`src/logic/phymii_pkg.sv`:
```
/*
 * shared constants and carriers for the transceiver media independent interface block.
 * assumes a 20 MHz reference clock and register access over a 32-bit AXI4-Lite bus.
 */
package phymii_pkg;
	// clock and timing
	localparam int REF_CLK_NS = 50;
	localparam int TXCLK_PERIOD_100_NS = 40;
	localparam int TXCLK_PERIOD_10_NS = 400;
	localparam int HALF_100_RAW = (TXCLK_PERIOD_100_NS / 2 + REF_CLK_NS - 1) / REF_CLK_NS;
	localparam int HALF_10_RAW = (TXCLK_PERIOD_10_NS / 2 + REF_CLK_NS - 1) / REF_CLK_NS;
	localparam logic [3:0] HALF_100 = (HALF_100_RAW < 1) ? 4'h1 : 4'(HALF_100_RAW);
	localparam logic [3:0] HALF_10 = (HALF_10_RAW < 1) ? 4'h1 : 4'(HALF_10_RAW);
	localparam logic [3:0] POR_CYCLES = 4'h4;

	// register byte addresses
	localparam logic [7:0] ADDR_CONTROL = 8'h00;
	localparam logic [7:0] ADDR_VENDOR = 8'h40;
	localparam logic [7:0] ADDR_INT_CTRL = 8'h44;
	localparam logic [7:0] ADDR_MII_MODE = 8'h4C;
	localparam logic [7:0] ADDR_STATUS = 8'h50;

	// control register fields
	localparam int CTL_SOFT_RESET = 15;
	localparam int CTL_SPEED100 = 13;
	localparam int CTL_ISOLATE = 10;
	localparam int CTL_DUPLEX = 8;
	// vendor register fields
	localparam int VND_REPEATER = 15;
	localparam int VND_INT_POL = 14;
	localparam int VND_RXCLK_GATE = 0;
	// mode register fields
	localparam int MODE_TRANSMIT_HIGH_IMPEDANCE_MODE = 0;
	localparam int MODE_BYPASS = 1;

	// reset values
	localparam logic [15:0] CONTROL_RST = 16'h2100;
	localparam logic [15:0] VENDOR_RST = 16'h0000;
	localparam logic [15:0] INT_CTRL_RST = 16'h0000;
	localparam logic [1:0] MODE_RST = 2'h0;

	// error code group sent for a transmit error request
	localparam logic [4:0] ERR_CODE = 5'h04;

	localparam logic [1:0] RESP_OKAY = 2'h0;
	localparam logic [1:0] RESP_SLVERR = 2'h2;

	typedef struct packed {
		logic err;
		logic [4:0] code;
	} phymii_cg_t;

	typedef struct packed {
		logic er;
		logic dv;
		logic [3:0] d;
	} phymii_rx_t;
endpackage : phymii_pkg

```
`src/logic/phymii_core.sv`:
```
/*
 * media independent interface pin logic of a 10/100 transceiver, with registers on AXI4-Lite.
 * assumes line coding sits on the line_* ports in the ref_clk domain and a MAC on the pins.
 */
// How it works
// [RULE_01] transmit clock runs continuously, fast in 100 mode, slow in 10 mode.
// [RULE_02] transmit clock pin floats while isolated or in transmit high impedance mode.
// [RULE_03] transmit nibble captured at transmit clock rise only while enable is high.
// [RULE_04] the MAC raises enable only while presenting valid nibbles.
// [RULE_05] transmit error with enable sends an error code group instead of data.
// [RULE_06] in bypass mode transmit error becomes code group bit four.
// [RULE_07] outside repeater mode carrier sense follows transmit or receive activity.
// [RULE_08] in repeater mode carrier sense follows receive activity only.
// [RULE_09] collision pin shows medium collisions, plus the quality test in 10 mode.
// [RULE_10] receive clock runs continuously, fast in 100 mode, slow in 10 mode.
// [RULE_11] with gating set in 100 mode, receive clock stays low without receive data.
// [RULE_12] in 100 mode data valid covers preamble through the last data nibble.
// [RULE_13] in 10 mode data valid rises at the frame delimiter, not the preamble.
// [RULE_14] receive error shows frame errors, or code group bit four in bypass.
// [RULE_15] isolation floats receive data, valid, error, clock, carrier and collision.
// [RULE_16] reset pin low resets the whole block.
// [RULE_17] power-on and the self-clearing soft reset bit also reset the block.
// [RULE_18] interrupt pin floats when idle, else driven at the selected polarity.
// [RULE_19] software picks interrupt sources in the interrupt control register.
// [RULE_20] register accesses are timed by the management side clock.
// [RULE_21] repeater bit enables repeater mode, forbids full duplex, disables quality test.
// [RULE_22] interrupt asserts when any enabled status bit of eight is set.
// [RULE_23] transmit error is ignored in 10 mode outside bypass.
`timescale 1ns/1ps
`default_nettype none
module phymii_core
	import phymii_pkg::*;
(
	// clock and reset
	input wire logic ref_clk,
	input wire logic rst_n,
	input wire logic ce,
	// axi4-lite write
	input wire logic [7:0] s_axi_awaddr,
	input wire logic s_axi_awvalid,
	output logic s_axi_awready,
	input wire logic [31:0] s_axi_wdata,
	input wire logic [3:0] s_axi_wstrb,
	input wire logic s_axi_wvalid,
	output logic s_axi_wready,
	output logic [1:0] s_axi_bresp,
	output logic s_axi_bvalid,
	input wire logic s_axi_bready,
	// axi4-lite read
	input wire logic [7:0] s_axi_araddr,
	input wire logic s_axi_arvalid,
	output logic s_axi_arready,
	output logic [31:0] s_axi_rdata,
	output logic [1:0] s_axi_rresp,
	output logic s_axi_rvalid,
	input wire logic s_axi_rready,
	// mii transmit pins
	output logic tx_clk_o,
	output logic tx_clk_oe,
	input wire logic tx_en,
	input wire logic [3:0] txd,
	input wire logic tx_er,
	// mii receive pins
	output logic rx_clk_o,
	output logic rx_clk_oe,
	output phymii_rx_t rx_o,
	output logic rx_oe,
	output logic crs_o,
	output logic col_o,
	output logic crs_col_oe,
	// interrupt pin
	output logic interrupt_output,
	output logic interrupt_output_oe,
	// line transmit side
	output phymii_cg_t line_tx,
	output logic line_tx_valid,
	// line receive side
	input wire logic line_rx_valid,
	input wire logic [4:0] line_rx_code,
	input wire logic line_rx_sfd,
	input wire logic line_rx_err,
	output logic line_rx_ready,
	input wire logic line_rx_active,
	input wire logic line_collision,
	input wire logic line_sqe,
	input wire logic line_link_change
);
	// reset sequencing
	logic [3:0] por_cnt;
	wire core_rst_n = rst_n && (por_cnt == 4'h0);

	// registers
	logic [15:0] control;
	logic [15:0] vendor;
	logic [15:0] int_ctrl;
	logic [1:0] mii_mode;

	// bus state
	logic aw_full;
	logic w_full;
	logic [7:0] aw_addr;
	logic [31:0] w_data;
	logic [3:0] w_strb;

	// decoded modes
	wire speed100 = control[CTL_SPEED100];
	wire isolate = control[CTL_ISOLATE];
	wire repeater = vendor[VND_REPEATER];
	wire int_pol = vendor[VND_INT_POL];
	wire receive_clock_gating_bit = vendor[VND_RXCLK_GATE];
	wire transmit_high_impedance_mode = mii_mode[MODE_TRANSMIT_HIGH_IMPEDANCE_MODE];
	wire bypass = mii_mode[MODE_BYPASS];
	wire [3:0] half = speed100 ? HALF_100 : HALF_10;

	// pin synchronisers
	logic [5:0] tx_pins;
	wire s_tx_en = tx_pins[5];
	wire s_tx_er = tx_pins[4];
	wire [3:0] s_txd = tx_pins[3:0];

	phymii_sync #(.W(6)) u_tx_sync (
		.clk(ref_clk),
		.rst_n(core_rst_n),
		.ce(ce),
		.d({tx_en, tx_er, txd}),
		.q(tx_pins)
	);

	// clock generators
	logic tx_rise;
	logic rx_fall;
	logic rx_run;
	wire rx_gated = receive_clock_gating_bit && speed100 && !line_rx_active;

	phymii_clkdiv u_tx_div (
		.clk(ref_clk),
		.rst_n(core_rst_n),
		.ce(ce),
		.run(1'b1), // see [RULE_01]
		.half_cycles(half),
		.clk_o(tx_clk_o),
		.rise(tx_rise),
		.fall()
	);

	assign rx_run = !rx_gated; // see [RULE_11]

	phymii_clkdiv u_rx_div (
		.clk(ref_clk),
		.rst_n(core_rst_n),
		.ce(ce),
		.run(rx_run), // see [RULE_10]
		.half_cycles(half),
		.clk_o(rx_clk_o),
		.rise(),
		.fall(rx_fall)
	);

	assign tx_clk_oe = !isolate && !transmit_high_impedance_mode; // see [RULE_02]
	assign rx_clk_oe = !isolate; // see [RULE_15]
	assign rx_oe = !isolate; // see [RULE_15]
	assign crs_col_oe = !isolate; // see [RULE_15]

	// transmit capture
	wire tx_err_req = s_tx_er && s_tx_en && speed100; // see [RULE_05] [RULE_23]
	wire [4:0] tx_code = bypass ? {s_tx_er, s_txd} : (tx_err_req ? ERR_CODE : {1'b0, s_txd}); // see [RULE_06]
	wire tx_take = tx_rise && s_tx_en; // see [RULE_03]
	logic tx_act_q;

	always_ff @(posedge ref_clk) begin
		if (!core_rst_n) begin
			line_tx <= '0;
			line_tx_valid <= 1'b0;
			tx_act_q <= 1'b0;
		end else if (ce) begin
			line_tx_valid <= tx_take;
			if (tx_take) begin
				line_tx <= '{err: tx_err_req && !bypass, code: tx_code};
			end
			if (tx_rise) begin
				tx_act_q <= s_tx_en;
			end
		end
	end

	// carrier sense and collision
	wire sqe_on = line_sqe && !speed100 && !repeater; // see [RULE_21]
	wire next_crs = repeater ? line_rx_active : (line_rx_active || s_tx_en); // see [RULE_07] [RULE_08]
	wire next_col = line_collision || sqe_on; // see [RULE_09]

	always_ff @(posedge ref_clk) begin
		if (!core_rst_n) begin
			crs_o <= 1'b0;
			col_o <= 1'b0;
		end else if (ce) begin
			crs_o <= next_crs;
			col_o <= next_col;
		end
	end

	// receive drive on receive clock fall
	logic sfd_seen;
	wire rx_dv_now = speed100 || sfd_seen || line_rx_sfd; // see [RULE_12] [RULE_13]
	wire next_rx_er = bypass ? line_rx_code[4] : line_rx_err; // see [RULE_14]
	assign line_rx_ready = rx_fall;

	always_ff @(posedge ref_clk) begin
		if (!core_rst_n) begin
			rx_o <= '0;
			sfd_seen <= 1'b0;
		end else if (ce && rx_fall) begin
			if (line_rx_valid) begin
				rx_o <= '{er: next_rx_er && (rx_dv_now || bypass), dv: rx_dv_now,
					d: line_rx_code[3:0]};
				sfd_seen <= sfd_seen || line_rx_sfd;
			end else begin
				rx_o <= '0;
				sfd_seen <= 1'b0;
			end
		end else if (ce && rx_gated) begin
			rx_o <= '0;
			sfd_seen <= 1'b0;
		end
	end

	// interrupt events
	logic dv_q;
	logic er_q;
	logic col_q;
	logic txe_q;
	// bit 7 link, 6 dv fall, 5 tx end, 4 col rise, 3 tx error, 2 tx start, 1 er rise, 0 dv rise
	wire [7:0] events = {line_link_change, !rx_o.dv && dv_q, !tx_act_q && txe_q,
		col_o && !col_q, line_tx_valid && line_tx.err, tx_act_q && !txe_q,
		rx_o.er && !er_q, rx_o.dv && !dv_q};

	always_ff @(posedge ref_clk) begin
		if (!core_rst_n) begin
			dv_q <= 1'b0;
			er_q <= 1'b0;
			col_q <= 1'b0;
			txe_q <= 1'b0;
		end else if (ce) begin
			dv_q <= rx_o.dv;
			er_q <= rx_o.er;
			col_q <= col_o;
			txe_q <= tx_act_q;
		end
	end

	wire int_pending = |(int_ctrl[7:0] & int_ctrl[15:8]); // see [RULE_22]
	assign interrupt_output = int_pol; // see [RULE_18]
	assign interrupt_output_oe = int_pending; // see [RULE_18]

	// bus handshake, timed by ref_clk
	wire do_write = aw_full && w_full && !s_axi_bvalid; // see [RULE_20]
	assign s_axi_awready = ce && !aw_full && !s_axi_bvalid;
	assign s_axi_wready = ce && !w_full && !s_axi_bvalid;
	assign s_axi_arready = ce && !s_axi_rvalid;
	wire rd_take = s_axi_arvalid && s_axi_arready;

	wire wr_ctl = do_write && (aw_addr == ADDR_CONTROL);
	wire wr_vnd = do_write && (aw_addr == ADDR_VENDOR);
	wire wr_int = do_write && (aw_addr == ADDR_INT_CTRL);
	wire wr_mode = do_write && (aw_addr == ADDR_MII_MODE);
	wire wr_hit = wr_ctl || wr_vnd || wr_int || wr_mode || (aw_addr == ADDR_STATUS);
	wire [15:0] wmask = {{8{w_strb[1]}}, {8{w_strb[0]}}};
	wire [15:0] wval = w_data[15:0];
	wire rd_int = rd_take && (s_axi_araddr == ADDR_INT_CTRL);

	wire [15:0] rd_ctl = {por_cnt != 4'h0, control[14:9], control[CTL_DUPLEX] && !repeater,
		control[7:0]};
	wire [15:0] rd_status = {11'h000, crs_o, col_o, rx_o.dv, tx_act_q, rx_clk_o};
	wire rd_hit = (s_axi_araddr == ADDR_CONTROL) || (s_axi_araddr == ADDR_VENDOR) ||
		(s_axi_araddr == ADDR_INT_CTRL) || (s_axi_araddr == ADDR_MII_MODE) ||
		(s_axi_araddr == ADDR_STATUS);
	wire [15:0] rd_val = (s_axi_araddr == ADDR_CONTROL) ? rd_ctl :
		(s_axi_araddr == ADDR_VENDOR) ? vendor :
		(s_axi_araddr == ADDR_INT_CTRL) ? int_ctrl :
		(s_axi_araddr == ADDR_MII_MODE) ? {14'h0000, mii_mode} :
		(s_axi_araddr == ADDR_STATUS) ? rd_status : 16'h0000;

	// power-on and soft reset stretch
	always_ff @(posedge ref_clk) begin
		if (!rst_n) begin
			por_cnt <= POR_CYCLES; // see [RULE_16] [RULE_17]
		end else if (ce) begin
			if (wr_ctl && w_strb[1] && wval[CTL_SOFT_RESET]) begin
				por_cnt <= POR_CYCLES; // see [RULE_17]
			end else if (por_cnt != 4'h0) begin
				por_cnt <= por_cnt - 4'h1;
			end
		end
	end

	// bus channel state
	always_ff @(posedge ref_clk) begin
		if (!rst_n) begin
			aw_full <= 1'b0;
			w_full <= 1'b0;
			aw_addr <= 8'h00;
			w_data <= 32'h0000_0000;
			w_strb <= 4'h0;
			s_axi_bvalid <= 1'b0;
			s_axi_bresp <= RESP_OKAY;
			s_axi_rvalid <= 1'b0;
			s_axi_rresp <= RESP_OKAY;
			s_axi_rdata <= 32'h0000_0000;
		end else if (ce) begin
			if (s_axi_awvalid && s_axi_awready) begin
				aw_full <= 1'b1;
				aw_addr <= {s_axi_awaddr[7:2], 2'h0};
			end
			if (s_axi_wvalid && s_axi_wready) begin
				w_full <= 1'b1;
				w_data <= s_axi_wdata;
				w_strb <= s_axi_wstrb;
			end
			if (do_write) begin
				aw_full <= 1'b0;
				w_full <= 1'b0;
				s_axi_bvalid <= 1'b1;
				s_axi_bresp <= wr_hit ? RESP_OKAY : RESP_SLVERR;
			end else if (s_axi_bvalid && s_axi_bready) begin
				s_axi_bvalid <= 1'b0;
			end
			if (rd_take) begin
				s_axi_rvalid <= 1'b1;
				s_axi_rdata <= {16'h0000, rd_val};
				s_axi_rresp <= rd_hit ? RESP_OKAY : RESP_SLVERR;
			end else if (s_axi_rvalid && s_axi_rready) begin
				s_axi_rvalid <= 1'b0;
			end
		end
	end

	// register file, reset by every reset source
	wire [7:0] clr_mask = rd_int ? 8'hFF : 8'h00;
	wire [7:0] next_int_status = (int_ctrl[7:0] & ~clr_mask) | events; // see [RULE_22]
	wire [7:0] next_int_en = (wr_int && w_strb[1]) ? wval[15:8] : int_ctrl[15:8]; // see [RULE_19]

	always_ff @(posedge ref_clk) begin
		if (!core_rst_n) begin
			control <= CONTROL_RST; // see [RULE_16]
			vendor <= VENDOR_RST;
			int_ctrl <= INT_CTRL_RST;
			mii_mode <= MODE_RST;
		end else if (ce) begin
			if (wr_ctl) begin
				control <= ((control & ~wmask) | (wval & wmask)) & ~(16'h1 << CTL_SOFT_RESET);
			end
			if (wr_vnd) begin
				vendor <= (vendor & ~wmask) | (wval & wmask); // see [RULE_21]
			end
			if (wr_mode && w_strb[0]) begin
				mii_mode <= wval[1:0];
			end
			int_ctrl <= {next_int_en, next_int_status};
		end
	end
endmodule : phymii_core
`default_nettype wire

```
`src/logic/phymii_sync.sv`:
```
/*
 * two flip-flop synchroniser for pin inputs.
 * assumes inputs come from outside the ref_clk domain.
 */
`timescale 1ns/1ps
`default_nettype none
module phymii_sync #(
	parameter int W = 1
) (
	// clock
	input wire logic clk,
	input wire logic rst_n,
	input wire logic ce,
	// data
	input wire logic [W-1:0] d,
	output logic [W-1:0] q
);
	logic [W-1:0] meta;

	always_ff @(posedge clk) begin
		if (!rst_n) begin
			meta <= '0;
			q <= '0;
		end else if (ce) begin
			meta <= d;
			q <= meta;
		end
	end
endmodule : phymii_sync
`default_nettype wire

```
`src/logic/phymii_clkdiv.sv`:
```
/*
 * divider that builds a link clock from ref_clk, with edge pulses.
 * assumes half_cycles is at least one and stable while run is high.
 */
`timescale 1ns/1ps
`default_nettype none
module phymii_clkdiv (
	// clock
	input wire logic clk,
	input wire logic rst_n,
	input wire logic ce,
	// control
	input wire logic run,
	input wire logic [3:0] half_cycles,
	// clock out
	output logic clk_o,
	output logic rise,
	output logic fall
);
	logic [3:0] cnt;
	wire last = (cnt + 4'h1 >= half_cycles);

	always_ff @(posedge clk) begin
		if (!rst_n || (ce && !run)) begin
			cnt <= 4'h0;
			clk_o <= 1'b0;
			rise <= 1'b0;
			fall <= 1'b0;
		end else if (ce) begin
			cnt <= last ? 4'h0 : cnt + 4'h1;
			rise <= last && !clk_o;
			fall <= last && clk_o;
			if (last) begin
				clk_o <= !clk_o;
			end
		end
	end
endmodule : phymii_clkdiv
`default_nettype wire

```
`config.mk`:
```
export PLATFORM = sky130hd
export DESIGN_NAME = phymii_core
export DESIGN_NICKNAME = d
export VERILOG_FILES = /design/src/logic/phymii_pkg.sv /design/src/logic/phymii_core.sv /design/src/logic/phymii_sync.sv /design/src/logic/phymii_clkdiv.sv
export SDC_FILE = /design/constraint.sdc
export NUM_CORES = 1
export LEC_CHECK = 0
export ABC_CLOCK_PERIOD_IN_PS = 3700
export BUFFER_PORTS_ARGS = -buffer_cell sky130_fd_sc_hd__buf_4
export CAP_MARGIN = 25
export CELL_PAD_IN_SITES_DETAIL_PLACEMENT = 1
export CELL_PAD_IN_SITES_GLOBAL_PLACEMENT = 2
export CORE_MARGIN = 1.5
export CORE_UTILIZATION = 34
export CTS_CLUSTER_DIAMETER = 50
export DETAILED_ROUTE_END_ITERATION = 8
export HOLD_SLACK_MARGIN = 0.02
export PLACE_DENSITY = 0.89
export SYNTH_ARGS = -nofsm -noshare
export SYNTH_HDL_FRONTEND = slang
export SYNTH_SLANG_ARGS = --single-unit
```
`constraint.sdc`:
```
create_clock -name ref_clk -period 3.7 [get_ports ref_clk]
set_clock_uncertainty 0.1 [all_clocks]
set_input_delay 0.74 -clock ref_clk [delete_from_list [all_inputs] [get_ports ref_clk]]
set_output_delay 0.74 -clock ref_clk [all_outputs]
set_load 0.005 [all_outputs]
```
# Yosys cells after proc, flatten, opt, wreduce, memory -nomap -nowiden
# Index checks and enable logic that the tools add are counted.
# totals
out_inout_bits	65
in_bits	78
register_bits	146
elab_cells	198
# classes
n_eq_ne	8
reduce_logical	106
bitwise	10
muxes	31
addsub	3
n_lt_le_gt_ge	2
# ops
op	n
$mux 16	3
$logic_and 1x1->1	44
$reduce_and 2->1	17
$and 16x16->16	2
$eq 8x7->1 const B	4
$eq 6x5->1 const B	4
$mux 4	5
$logic_not 1->1	19
$mux 6	3
$and 8x8->8	2
$logic_not 8->1	2
$not 16->16	1
$or 16x16->16	1
$and 15x15->15	1
$logic_or 1x1->1	15
$mux 5	3
$or 15x15->15	1
$mux 1	13
$reduce_bool 2->1	6
$add 4x1->4 const B	2
$ge 4x3->1	2
$mux 8	1
$not 8->8	1
$or 8x8->8	1
other kinds (6)	7

# Logic depth before layout (Yosys ltp)
# Gate-level depths: netlist (run 1).
# logic_depth
depth_word	8
mapped_depth	7
mapped_depth_nobuf	6

# Cells and area by module
# Synthesis (run 1) repeated with hierarchy kept, for this count alone.
# hier_totals
cells_unflattened	786
area_unflattened_um2	6631.4
# by_module_without_submodules
module	area_each_um2	cells_per_inst	n_inst
phymii_core	5300.1	644	1
phymii_clkdiv	440.4	52	2
phymii_sync	450.4	38	1

# Worst setup path after synthesis (run 1)
# OpenSTA, ideal clock, no wires.
# synth_path
path_type	input-to-output
start	in ce
end	out s_axi_arready
path_buffers	3
arrival_time_ns	1.630
path_slack_ns	1.230
cell_stages	4
path_cell_list	buf_2 -> clkbuf_1 -> clkbuf_1 -> nor2b_1
# synth_via
elab_chain_cells	1
# synth_lines
item	line_no	source
start, declared	phymii_core.sv:37	input wire logic ce,
$logic_and 1x1->1	phymii_core.sv:258	assign s_axi_arready = ce && !s_axi_rvalid;
end, declared	phymii_core.sv:52	output logic s_axi_arready,
# No other way between the ends.

# Worst setup path after layout (run 1)
# Same ends and word-level chain as after synthesis.

==> impl_metrics.json, run 1 <==
{
  "status": "complete, no violations",
  "hold_buffers": 0,
  "crit_arrival_ns": 1.69,
  "dieArea_sq_um": 19300,
  "cts_resized": 0,
  "track_usage_pct": 19.5,
  "hold_viol": 0,
  "ant_nets": 0,
  "vias": 5500,
  "nFillCells": 2152,
  "clock-root-buffer": "clkbuf_16",
  "crit_type": "in2out",
  "path_clk_slew_ns": 0.05,
  "drt_wl_total_microns": 18400,
  "cts_sinks": 144,
  "route.detailed.drc": 0,
  "cts_setup_buffers": 0,
  "path_common_cell": "buf_4",
  "synthFlopType": "dfxtp_1",
  "dieWidth_microns": 139,
  "synth.distinct_cells": 58,
  "cts_buffer_depth": 2,
  "cp_slowest_stage_delay_ns": 0.45,
  "clk_latency_ns": 0.42,
  "antenna_cells": 0,
  "peakVddDrop_uv": 351,
  "syn_area_per_cell_sq_um": 8.73,
  "synthTopCellsByArea": "dfxtp_1, mux2i_1, nor2_1",
  "yosysTopAreaCellShare_pct": 45.9,
  "multi_input_area_sq_um": 3130,
  "preCtsSetupSlack_ns": 1.12,
  "rr_worst_depth": 4,
  "leakagePower_uw": 0.00297,
  "ys_seq_elements": 144,
  "hold_path_end": "line_tx[4]",
  "async_flop_share_pct": 0,
  "cp_slowest_cell": "buf_4",
  "path_cells": "buf_4, buf_4, nor2b_1, buf_4",
  "start_util_pct": 34.9,
  "critical_path_required_ns": 2.86,
  "grt_pass1_wl_microns": 29800,
  "setup_ws_ns": 1.17,
  "yosysWarnings": 0,
  "rows": 49,
  "crit_family": "buffers and inverters",
  "r2r_start": "aw_addr[2]",
  "layout_min_cycle_time_ns": 2.53,
  "drt_pass1_iterations": 4,
  "netlist_instances": 720,
  "relSlewSlack_pct": 42.4,
  "htreeDepth": 4,
  "maxCapViolCount": 0,
  "vias_per_cell": 5.25,
  "reg2reg_slack_ns": 1.43,
  "setup-violations-final": 0,
  "yosys.area.top_type": "dfxtp_1",
  "max_freq_mhz": 395,
  "synth_area_sq_um": 6280,
  "endpoint_kind": "output port",
  "synth_edf_count": 0,
  "min_path_type": "reg2reg",
  "hold_start": "line_tx[4]",
  "die_h_microns": 139,
  "drt-initial-drc-count": 275,
  "gp_congestion": 0.778,
  "startpoint_type": "primary input",
  "hpwl_microns": 13000,
  "area_growth_pct": 23.9,
  "crit_fanout": 35,
  "rsz0062_at_grt": "no",
  "design.core.area_sq_um": 18000,
  "finalSetupTns_ns": 0,
  "worst_slew_pin_slew_ns": 0.857,
  "startpoint": "ce",
  "power_density_nw_per_um2": 470,
  "hold_depth": 2,
  "slew_viol_final": 0,
  "ios": 143,
  "cts_tree": "built",
  "ff_latch_area_sq_um": 2880,
  "grt_pass1_vias": 5501,
  "io_buffer_count": 104,
  "period_share_pct": 68.4,
  "cts_buffers": 17,
  "grt_start_max_net_pins": 44,
  "synth_seq_area_share_pct": 45.9,
  "drive_gt1_share_pct": 18.3,
  "grt_overflow": 0,
  "post_drt_wl_per_cell_microns": 17.6,
  "finalNetCount": 893,
  "antenna_found_initial": 0,
  "worst-path-buf-inv": 3
}
==> per-layer routing <==
metal | GRT usage (%) | part of all wire (%)
met1 | 26.5 | 49
met3 | 4.42 | 4.3
met4 | 5.65 | 1.1
met5 | 0 | 0
met2 | 30.9 | 46
==> where the power goes <==
group	switching (uW)	total, uW	internal (uW)	leakage (uW)
Sequential	37.7	1630	1590	0.00117
Combinational	167	294	127	0.00151
Clock	628	1740	1110	0.000291
==> synth_stat cells, types with 2 or more instances <==
| master | count |
|---|---|
| dfxtp_1 | 144 |
| nor2_1 | 99 |
| a21oi_1 | 67 |
| nand2_1 | 66 |
| mux2i_1 | 49 |
| o21ai_0 | 36 |
| clkbuf_1 | 34 |
| a22oi_1 | 29 |
| nand3_1 | 25 |
| buf_4 | 20 |
| nand2b_1 | 14 |
| a2bb2oi_1 | 10 |
| ha_1 | 8 |
| nor2b_1 | 8 |
| inv_1 | 7 |
| and3b_1 | 6 |
| nor3_1 | 6 |
| buf_1 | 5 |
| buf_2 | 5 |
| nand4_1 | 5 |
| o31ai_1 | 5 |
| xor2_1 | 5 |
| and2_1 | 4 |
| and3_1 | 4 |
| nand3b_1 | 4 |
| nor3b_1 | 4 |
| nor4_1 | 4 |
| xnor2_1 | 4 |
| a22o_1 | 3 |
| nand4b_1 | 3 |
| a211oi_1 | 2 |
| a221o_1 | 2 |
| a221oi_1 | 2 |
| a32oi_1 | 2 |
| and4b_1 | 2 |
| nor4_4 | 2 |
| o211ai_1 | 2 |
| o21bai_1 | 2 |
| or3b_2 | 2 |
==> cell families (layout without fill, tap and decap cells) <==
family	Yosys count	count (layout)	synth area share [%]
and+or+nand+nor	266	266	20.9
AOI/OAI and AO/OA	172	172	17.0
DFF	144	144	45.9
buffers and inverters	71	153	5.54
muxes	49	49	7.81
xor gates and xnor gates	9	9	1.25
adders and majority gates	8	8	1.59
other	1	18	0.0597
==> worst reg2reg max path: stages, from the launching register on <==
cell	delay [ns]
dfxtp_1	0.35
or4_4	0.58
nor4_4	0.78
mux2i_1	0.27
nor2_1	0.06
==> worst max-delay path by stage <==
stage | to | slack (ns) | depth (start not counted)
finish | s_axi_arready | 1.17 | 4
global route | s_axi_arready | 1.08 | 4
CTS | s_axi_arready | 1.16 | 4
detailed placement | flip-flop | 1.12 | 5
global placement | int_ctrl[12] | 1.14 | 5
floorplan | s_axi_arready | 1.23 | 4
==> per-stage QoR <==
stage / area (sq um) / hold WS (ns) / util, % / power [uW] / cells
after global placement: 7190 / 0.346 / 39.9 / 1940 / 1017
after global routing: 7780 / 0.389 / 43.2 / 3790 / 1048
after CTS: 7780 / 0.365 / 43.2 / 3690 / 1048
after floorplan: 6350 / 0.348 / - / 1830 / 737
final: 7780 / 0.361 / 43.2 / 3660 / 1048
after detailed placement: 7190 / 0.358 / 39.9 / 1950 / 1017
==> cell usage in the layout (no fill, tap or decap), types with 5 or more instances in the layout <==
| cell type | count |
|---|---|
| dfxtp_1 | 144 |
| buf_4 | 115 |
| nor2_1 | 99 |
| a21oi_1 | 67 |
| nand2_1 | 66 |
| mux2i_1 | 49 |
| o21ai_0 | 36 |
| a22oi_1 | 29 |
| nand3_1 | 25 |
| conb_1 | 18 |
| clkbuf_16 | 17 |
| nand2b_1 | 14 |
| a2bb2oi_1 | 10 |
| nor2b_1 | 8 |
| ha_1 | 8 |
| inv_1 | 7 |
| and3b_1 | 6 |
| nor3_1 | 6 |
| xor2_1 | 5 |
| nand4_1 | 5 |
| o31ai_1 | 5 |
| clkbuf_1 | 5 |
==> cell type report <==
type | instances | share of cell area [%]
well taps | 229 | 3.68
clock buffers | 25 | 6.24
inverters | 7 | 0.338
repair buffers | 115 | 11.1
clock inverters | 6 | 1.35
flip-flops and latches | 144 | 37.0
multi-input cells | 522 | 40.2
(Power assumes the default switching activity.)
==> inputs of run 2 (changes only) <==
--- a/config.mk
+++ b/config.mk
@@ -5,17 +5,17 @@
 export SDC_FILE = /design/constraint.sdc
 export NUM_CORES = 1
 export LEC_CHECK = 0
-export ABC_CLOCK_PERIOD_IN_PS = 3700
+export ABC_CLOCK_PERIOD_IN_PS = 2600
 export BUFFER_PORTS_ARGS = -buffer_cell sky130_fd_sc_hd__buf_4
 export CAP_MARGIN = 25
 export CELL_PAD_IN_SITES_DETAIL_PLACEMENT = 1
 export CELL_PAD_IN_SITES_GLOBAL_PLACEMENT = 2
 export CORE_MARGIN = 1.5
-export CORE_UTILIZATION = 34
+export CORE_UTILIZATION = 32
 export CTS_CLUSTER_DIAMETER = 50
 export DETAILED_ROUTE_END_ITERATION = 8
 export HOLD_SLACK_MARGIN = 0.02
-export PLACE_DENSITY = 0.89
+export PLACE_DENSITY = 0.85
 export SYNTH_ARGS = -nofsm -noshare
 export SYNTH_HDL_FRONTEND = slang
 export SYNTH_SLANG_ARGS = --single-unit
==> constraint.sdc (replaced) <==
create_clock -name ref_clk -period 2.6 [get_ports ref_clk]
set_clock_uncertainty 0.1 [all_clocks]
set_input_delay 0.52 -clock ref_clk [delete_from_list [all_inputs] [get_ports ref_clk]]
set_output_delay 0.52 -clock ref_clk [all_outputs]
set_load 0.005 [all_outputs]
==> run 2 against run 1 <==
Largest power group unchanged; flip-flop and latch count stayed put; wire length shrank 0.37%; clock power rose by 40%; worst setup slack worse by 0.75 ns; worst hold slack got worse by 0.13 ns; design area increased by 1.2%.
==> impl_metrics.json, run 2 (synthesized netlist as in run 1, its figures left out) <==
{
  "status": "complete, no violations",
  "combPwrFrac_pct": 8.3,
  "crit_arrival_ns": 2.38,
  "dieWidth_microns": 143,
  "peakVddDrop_uv": 496,
  "start_util_pct": 32.5,
  "grt_overflow": 0,
  "cts_buffers": 17,
  "hold_viol": 0,
  "clock-root-buffer": "clkbuf_16",
  "drive_gt1_share_pct": 19.1,
  "relSlewSlack_pct": 49.8,
  "internal_power_uw": 3990,
  "vias_per_cell": 5.02,
  "ios": 143,
  "placed_cell_area_sq_um": 7300,
  "critical_path_required_ns": 2.81,
  "holdWs_ns": 0.232,
  "grt_start_max_net_pins": 40,
  "drt_wl_total_microns": 18400,
  "rsz0062_at_grt": "no",
  "drt_pass1_iterations": 4,
  "gp_congestion": 0.813,
  "fin_util_pct": 40.7,
  "hold_buffers": 0,
  "path_clk_slew_ns": 0.06,
  "track_usage_pct": 18.6,
  "nFillCells": 2278,
  "endpoint_kind": "flip-flop",
  "power_frac_clock_pct": 47.0,
  "htreeDepth": 4,
  "post_drt_wl_per_cell_microns": 16.8,
  "area_growth_pct": 25.3,
  "io_buffer_count": 104,
  "grt_pass1_wl_microns": 29100,
  "design.core.area_sq_um": 19300,
  "power_density_nw_per_um2": 657,
  "power_uw": 5170,
  "cts_setup_buffers": 0,
  "leakagePower_uw": 0.00300,
  "cts_buffer_depth": 2,
  "hpwl_microns": 13400,
  "p_sw_share_pct": 22.9,
  "ant_nets": 0,
  "antenna_cells": 0,
  "cts_tree": "built",
  "min_path_type": "in2reg",
  "layout_commonest_cell": "dfxtp_1",
  "layout_common_cells": "dfxtp_1, buf_4, nor2_1",
  "max_freq_mhz": 460,
  "drt-initial-drc-count": 218,
  "finalNetCount": 901,
  "crit_type": "reg2reg",
  "grt_pass1_vias": 5308,
  "dieArea_sq_um": 20500,
  "die_h_microns": 143,
  "layout_min_cycle_time_ns": 2.17,
  "crit_fanout": 5,
  "cts_sinks": 144,
  "slew_viol_final": 0,
  "cts_resized": 0,
  "final_area_sq_um": 7870,
  "power_switching_uw": 1190,
  "finalSetupTns_ns": 0,
  "setup-violations-final": 0,
  "maxCapViolCount": 0,
  "startpoint_type": "flip-flop",
  "worst_slew_pin_slew_ns": 0.752,
  "antenna_found_initial": 0,
  "vias": 5472,
  "clk_latency_ns": 0.42,
  "route.detailed.drc": 0,
  "period_share_pct": 83.6,
  "rows": 51,
  "power_frac_seq_pct": 44.7
}
-- run 2: cell types whose count changed in the layout (fill, tap and decap cells not counted), sizes merged --
| cell | previous run | this run |
|---|---|---|
| buf | 115 | 123 |
| clkinv | 3 | 4 |
| clkbuf | 25 | 23 |
-- run 2: power groups by stage --
stage                     combinational, uW  clock, uW  sequential (uW)
after floorplan                         260          0             2340
after CTS                               430       2480             2310
after global routing                    470       2580             2320
after global placement                  420          0             2360
after detailed placement                426          0             2360
final                                   427       2430             2310
-- run 2: final timing paths --
check                       start                 to  slack, ns  depth (start not counted)
setup / recovery  u_rx_div.cnt[0]     u_rx_div.clk_o       0.43                          5
setup reg to reg  u_rx_div.cnt[0]     u_rx_div.clk_o       0.43                          5
hold reg to reg        line_tx[4]         line_tx[4]       0.35                          2
hold / removal              tx_er  u_tx_sync.meta[4]       0.23                          3
-- run 2: stage by stage --
step	cells	setup WS, ns
detailed placement	1061	0.392
floorplan	737	0.502
finish	1091	0.425
global placement	1061	0.434
global route	1091	0.238
CTS	1091	0.384
-- run 2: layout make-up --
type	instances	area, sq um	area share, %
clock buffers	23	468	5.94
flip-flops and latches	144	2880	36.6
multi-input cells	522	3130	39.8
well taps	265	332	4.21
clock inverters	7	110	1.40
repair buffers	123	923	11.7
inverters	7	26.3	0.334
-- run 2: worst max-delay path: stages (launching register included) --
cell,delay (ns)
dfxtp_1,0.42
ha_1,0.28
or3b_2,0.47
a221oi_1,0.48
mux2i_1,0.25
nor3_1,0.07
-- run 2: per-layer routing --
layer / global-route usage, % / vias to the layer above / part of all wire [%]
met4: 5.91 / 0 / 1.6
met3: 3.82 / 21 / 4.4
met5: 0 / - / 0
li1: - / 2700 / -
met2: 28.8 / 110 / 45
met1: 25.7 / 2641 / 49
==> inputs of run 3 (changes only) <==
--- a/config.mk
+++ b/config.mk
@@ -5,17 +5,18 @@
 export SDC_FILE = /design/constraint.sdc
 export NUM_CORES = 1
 export LEC_CHECK = 0
-export ABC_CLOCK_PERIOD_IN_PS = 2600
+export ABC_AREA = 1
+export ABC_CLOCK_PERIOD_IN_PS = 2000
 export BUFFER_PORTS_ARGS = -buffer_cell sky130_fd_sc_hd__buf_4
 export CAP_MARGIN = 25
 export CELL_PAD_IN_SITES_DETAIL_PLACEMENT = 1
 export CELL_PAD_IN_SITES_GLOBAL_PLACEMENT = 2
 export CORE_MARGIN = 1.5
-export CORE_UTILIZATION = 32
+export CORE_UTILIZATION = 27
 export CTS_CLUSTER_DIAMETER = 50
 export DETAILED_ROUTE_END_ITERATION = 8
 export HOLD_SLACK_MARGIN = 0.02
-export PLACE_DENSITY = 0.85
+export PLACE_DENSITY = 0.8
 export SYNTH_ARGS = -nofsm -noshare
 export SYNTH_HDL_FRONTEND = slang
 export SYNTH_SLANG_ARGS = --single-unit
==> constraint.sdc (replaced) <==
create_clock -name ref_clk -period 2 [get_ports ref_clk]
set_clock_uncertainty 0.1 [all_clocks]
set_input_delay 0.4 -clock ref_clk [delete_from_list [all_inputs] [get_ports ref_clk]]
set_output_delay 0.4 -clock ref_clk [all_outputs]
set_load 0.005 [all_outputs]
==> run 3 against run 2 <==
Critical path type is now reg2out; critical path depth decreased by 1; sequential share of layout area decreased by 0.56 points; sequential power increased by 30%; die area increased by 18%; synthesized cell count increased by 15%; count of clock-buffer cells in the layout decreased by 1; worst setup slack got worse by 0.41 ns.
==> impl_metrics.json, run 3 <==
{
  "start_util_pct": 27.5,
  "grt_start_max_net_pins": 41,
  "grt_pass1_wl_microns": 31200,
  "synth_area_sq_um": 6250,
  "post_drt_wl_per_cell_microns": 15.6,
  "finalNetCount": 1029,
  "clock-root-buffer": "clkbuf_16",
  "finalSetupTns_ns": 0,
  "fin_util_pct": 35.3,
  "critical_path_required_ns": 1.50,
  "layout_commonest_cell": "nand2_1",
  "crit_fanout": 3,
  "ios": 143,
  "ys_top_cells_by_count": "nand2_1, dfxtp_1, a21oi_1",
  "yosysWarnings": 0,
  "yosys.area.top_type": "dfxtp_1",
  "hold_buffers": 0,
  "crit_type": "reg2out",
  "antenna_found_initial": 0,
  "synth.distinct_cells": 39,
  "track_usage_pct": 16.7,
  "vias_per_cell": 4.69,
  "maxCapViolCount": 0,
  "clk_latency_ns": 0.43,
  "hold_viol": 0,
  "max_freq_mhz": 504,
  "async_flop_share_pct": 0,
  "drive_gt1_share_pct": 20.5,
  "dieArea_sq_um": 24100,
  "vias": 5819,
  "dieWidth_microns": 155,
  "synth_edf_count": 0,
  "endpoint_kind": "output port",
  "period_share_pct": 99.2,
  "design.core.area_sq_um": 22700,
  "grt_pass1_vias": 5982,
  "layout_common_cells": "nand2_1, dfxtp_1, buf_4",
  "drt_pass1_iterations": 4,
  "cts_buffers": 17,
  "route.detailed.drc": 0,
  "io_buffer_count": 104,
  "startpoint_type": "flip-flop",
  "rsz0062_at_grt": "no",
  "rows": 55,
  "status": "complete, no violations",
  "grt_overflow": 0,
  "crit_family": "compound AO/OA/AOI/OAI gates",
  "netlist_instances": 830,
  "power_density_nw_per_um2": 877,
  "synthTopCellsByArea": "dfxtp_1, nand2_1, a21oi_1",
  "cp_slowest_cell": "dfxtp_4",
  "gp_congestion": 0.743,
  "hpwl_microns": 14200,
  "drt_wl_total_microns": 19400,
  "area_growth_pct": 28.1,
  "setup-violations-final": 0,
  "layout_min_cycle_time_ns": 1.98,
  "min_path_type": "in2reg",
  "cp_slowest_stage_delay_ns": 0.35,
  "cts_buffer_depth": 2,
  "syn_area_per_cell_sq_um": 7.54,
  "synth.most_common_cell": "nand2_1",
  "worst-path-buf-inv": 1,
  "cts_tree": "built",
  "crit_arrival_ns": 1.48,
  "htreeDepth": 4,
  "peakVddDrop_uv": 506,
  "die_h_microns": 155,
  "synthFlopType": "dfxtp_1",
  "antenna_cells": 0,
  "power_uw": 7030,
  "path_cells": "a22o_1, a221oi_2, nand2_1, buf_4",
  "cts_sinks": 144,
  "drt-initial-drc-count": 263,
  "slew_viol_final": 0,
  "ant_nets": 0,
  "yosysTopAreaCellShare_pct": 46.1,
  "leakagePower_uw": 0.00334,
  "path_clk_slew_ns": 0.06,
  "synth_seq_area_share_pct": 46.1,
  "ys_seq_elements": 144
}
==> run 3: changes by cell type in the layout (fill, tap and decap cells not counted), moves of 29 or more <==
cell and change:
nor2_1 -33, nand2_1 +104, a21oi_1 +50, inv_1 +67
a22oi_1 -29, mux2i_1 -49
==> run 3: worst paths after layout <==
path	from	to	slack [ns]	cells past startpoint
setup / recovery	int_ctrl[3]	interrupt_output_oe	0.02	4
hold / removal	s_axi_awaddr[4]	aw_addr[4]	0.13	3
setup reg to reg	por_cnt[0]	flip-flop	0.21	9
hold reg to reg	por_cnt[0]	por_cnt[0]	0.32	1
==> run 3: repair_timing <==
item / in CTS / in global routing
gates resized for setup: 4 / 4
setup buffers: 0 / 1
pin swaps: 1 / 1
endpoints found under the setup margin: 1 / 4
==> run 3: cell families (layout without fill, tap and decap cells) <==
logic type                 after synthesis  after routing  synth area share [%]
buffers and inverters                  138            247                  10.7
DFF                                    144            144                  46.1
other                                    1             18                0.0600
xor gates and xnor gates                 6              6                 0.840
adders and majority gates                8              8                  1.60
and+or+nand+nor                        314            314                  22.1
AOI/OAI and AO/OA                      219            219                  18.6
==> run 3: worst reg2reg max path: stages, from the launching register on <==
cell and delay (ns):
dfxtp_1 0.31, inv_1 0.13, ha_1 0.18, nand3_1 0.10, inv_1 0.08, nand2_2 0.19, inv_1 0.19, buf_12 0.19
o21ai_0 0.13, a21oi_1 0.13
==> run 3: final cells by class <==
type,count,area [sq um]
clock inverters,10,158
inverters,81,304
clock buffers,22,474
flip-flops and latches,144,2890
multi-input cells,565,2790
well taps,285,357
fillers,2798,14700
repair buffers,134,1050
==> run 3: power by group <==
group | leakage, uW | internal, uW | switching [uW]
clock | 0.000302 | 2180 | 1250
sequential | 0.00117 | 2950 | 63.1
combinational | 0.00187 | 247 | 341
total | 0.00334 | 5370 | 1650
==> run 3: routing by layer <==
metal | vias up | routed length (microns) | GRT usage, %
met4 | 0 | 285 | 4.99
met5 | - | 0 | 0
li1 | 2913 | - | -
met1 | 2790 | 9200 | 21.7
met2 | 96 | 9170 | 28.0
met3 | 20 | 708 | 3.48
==> run 3: stage by stage <==
step,std cells,hold slack [ns],instance area (sq um),worst slack (ns)
floorplan,847,0.303,6320,0.332
global placement,1208,0.312,7350,0.186
detailed placement,1208,0.319,7350,0.168
CTS,1240,0.119,8000,0.00577
global route,1241,0.126,8010,0.00550
finish,1241,0.132,8010,0.0167
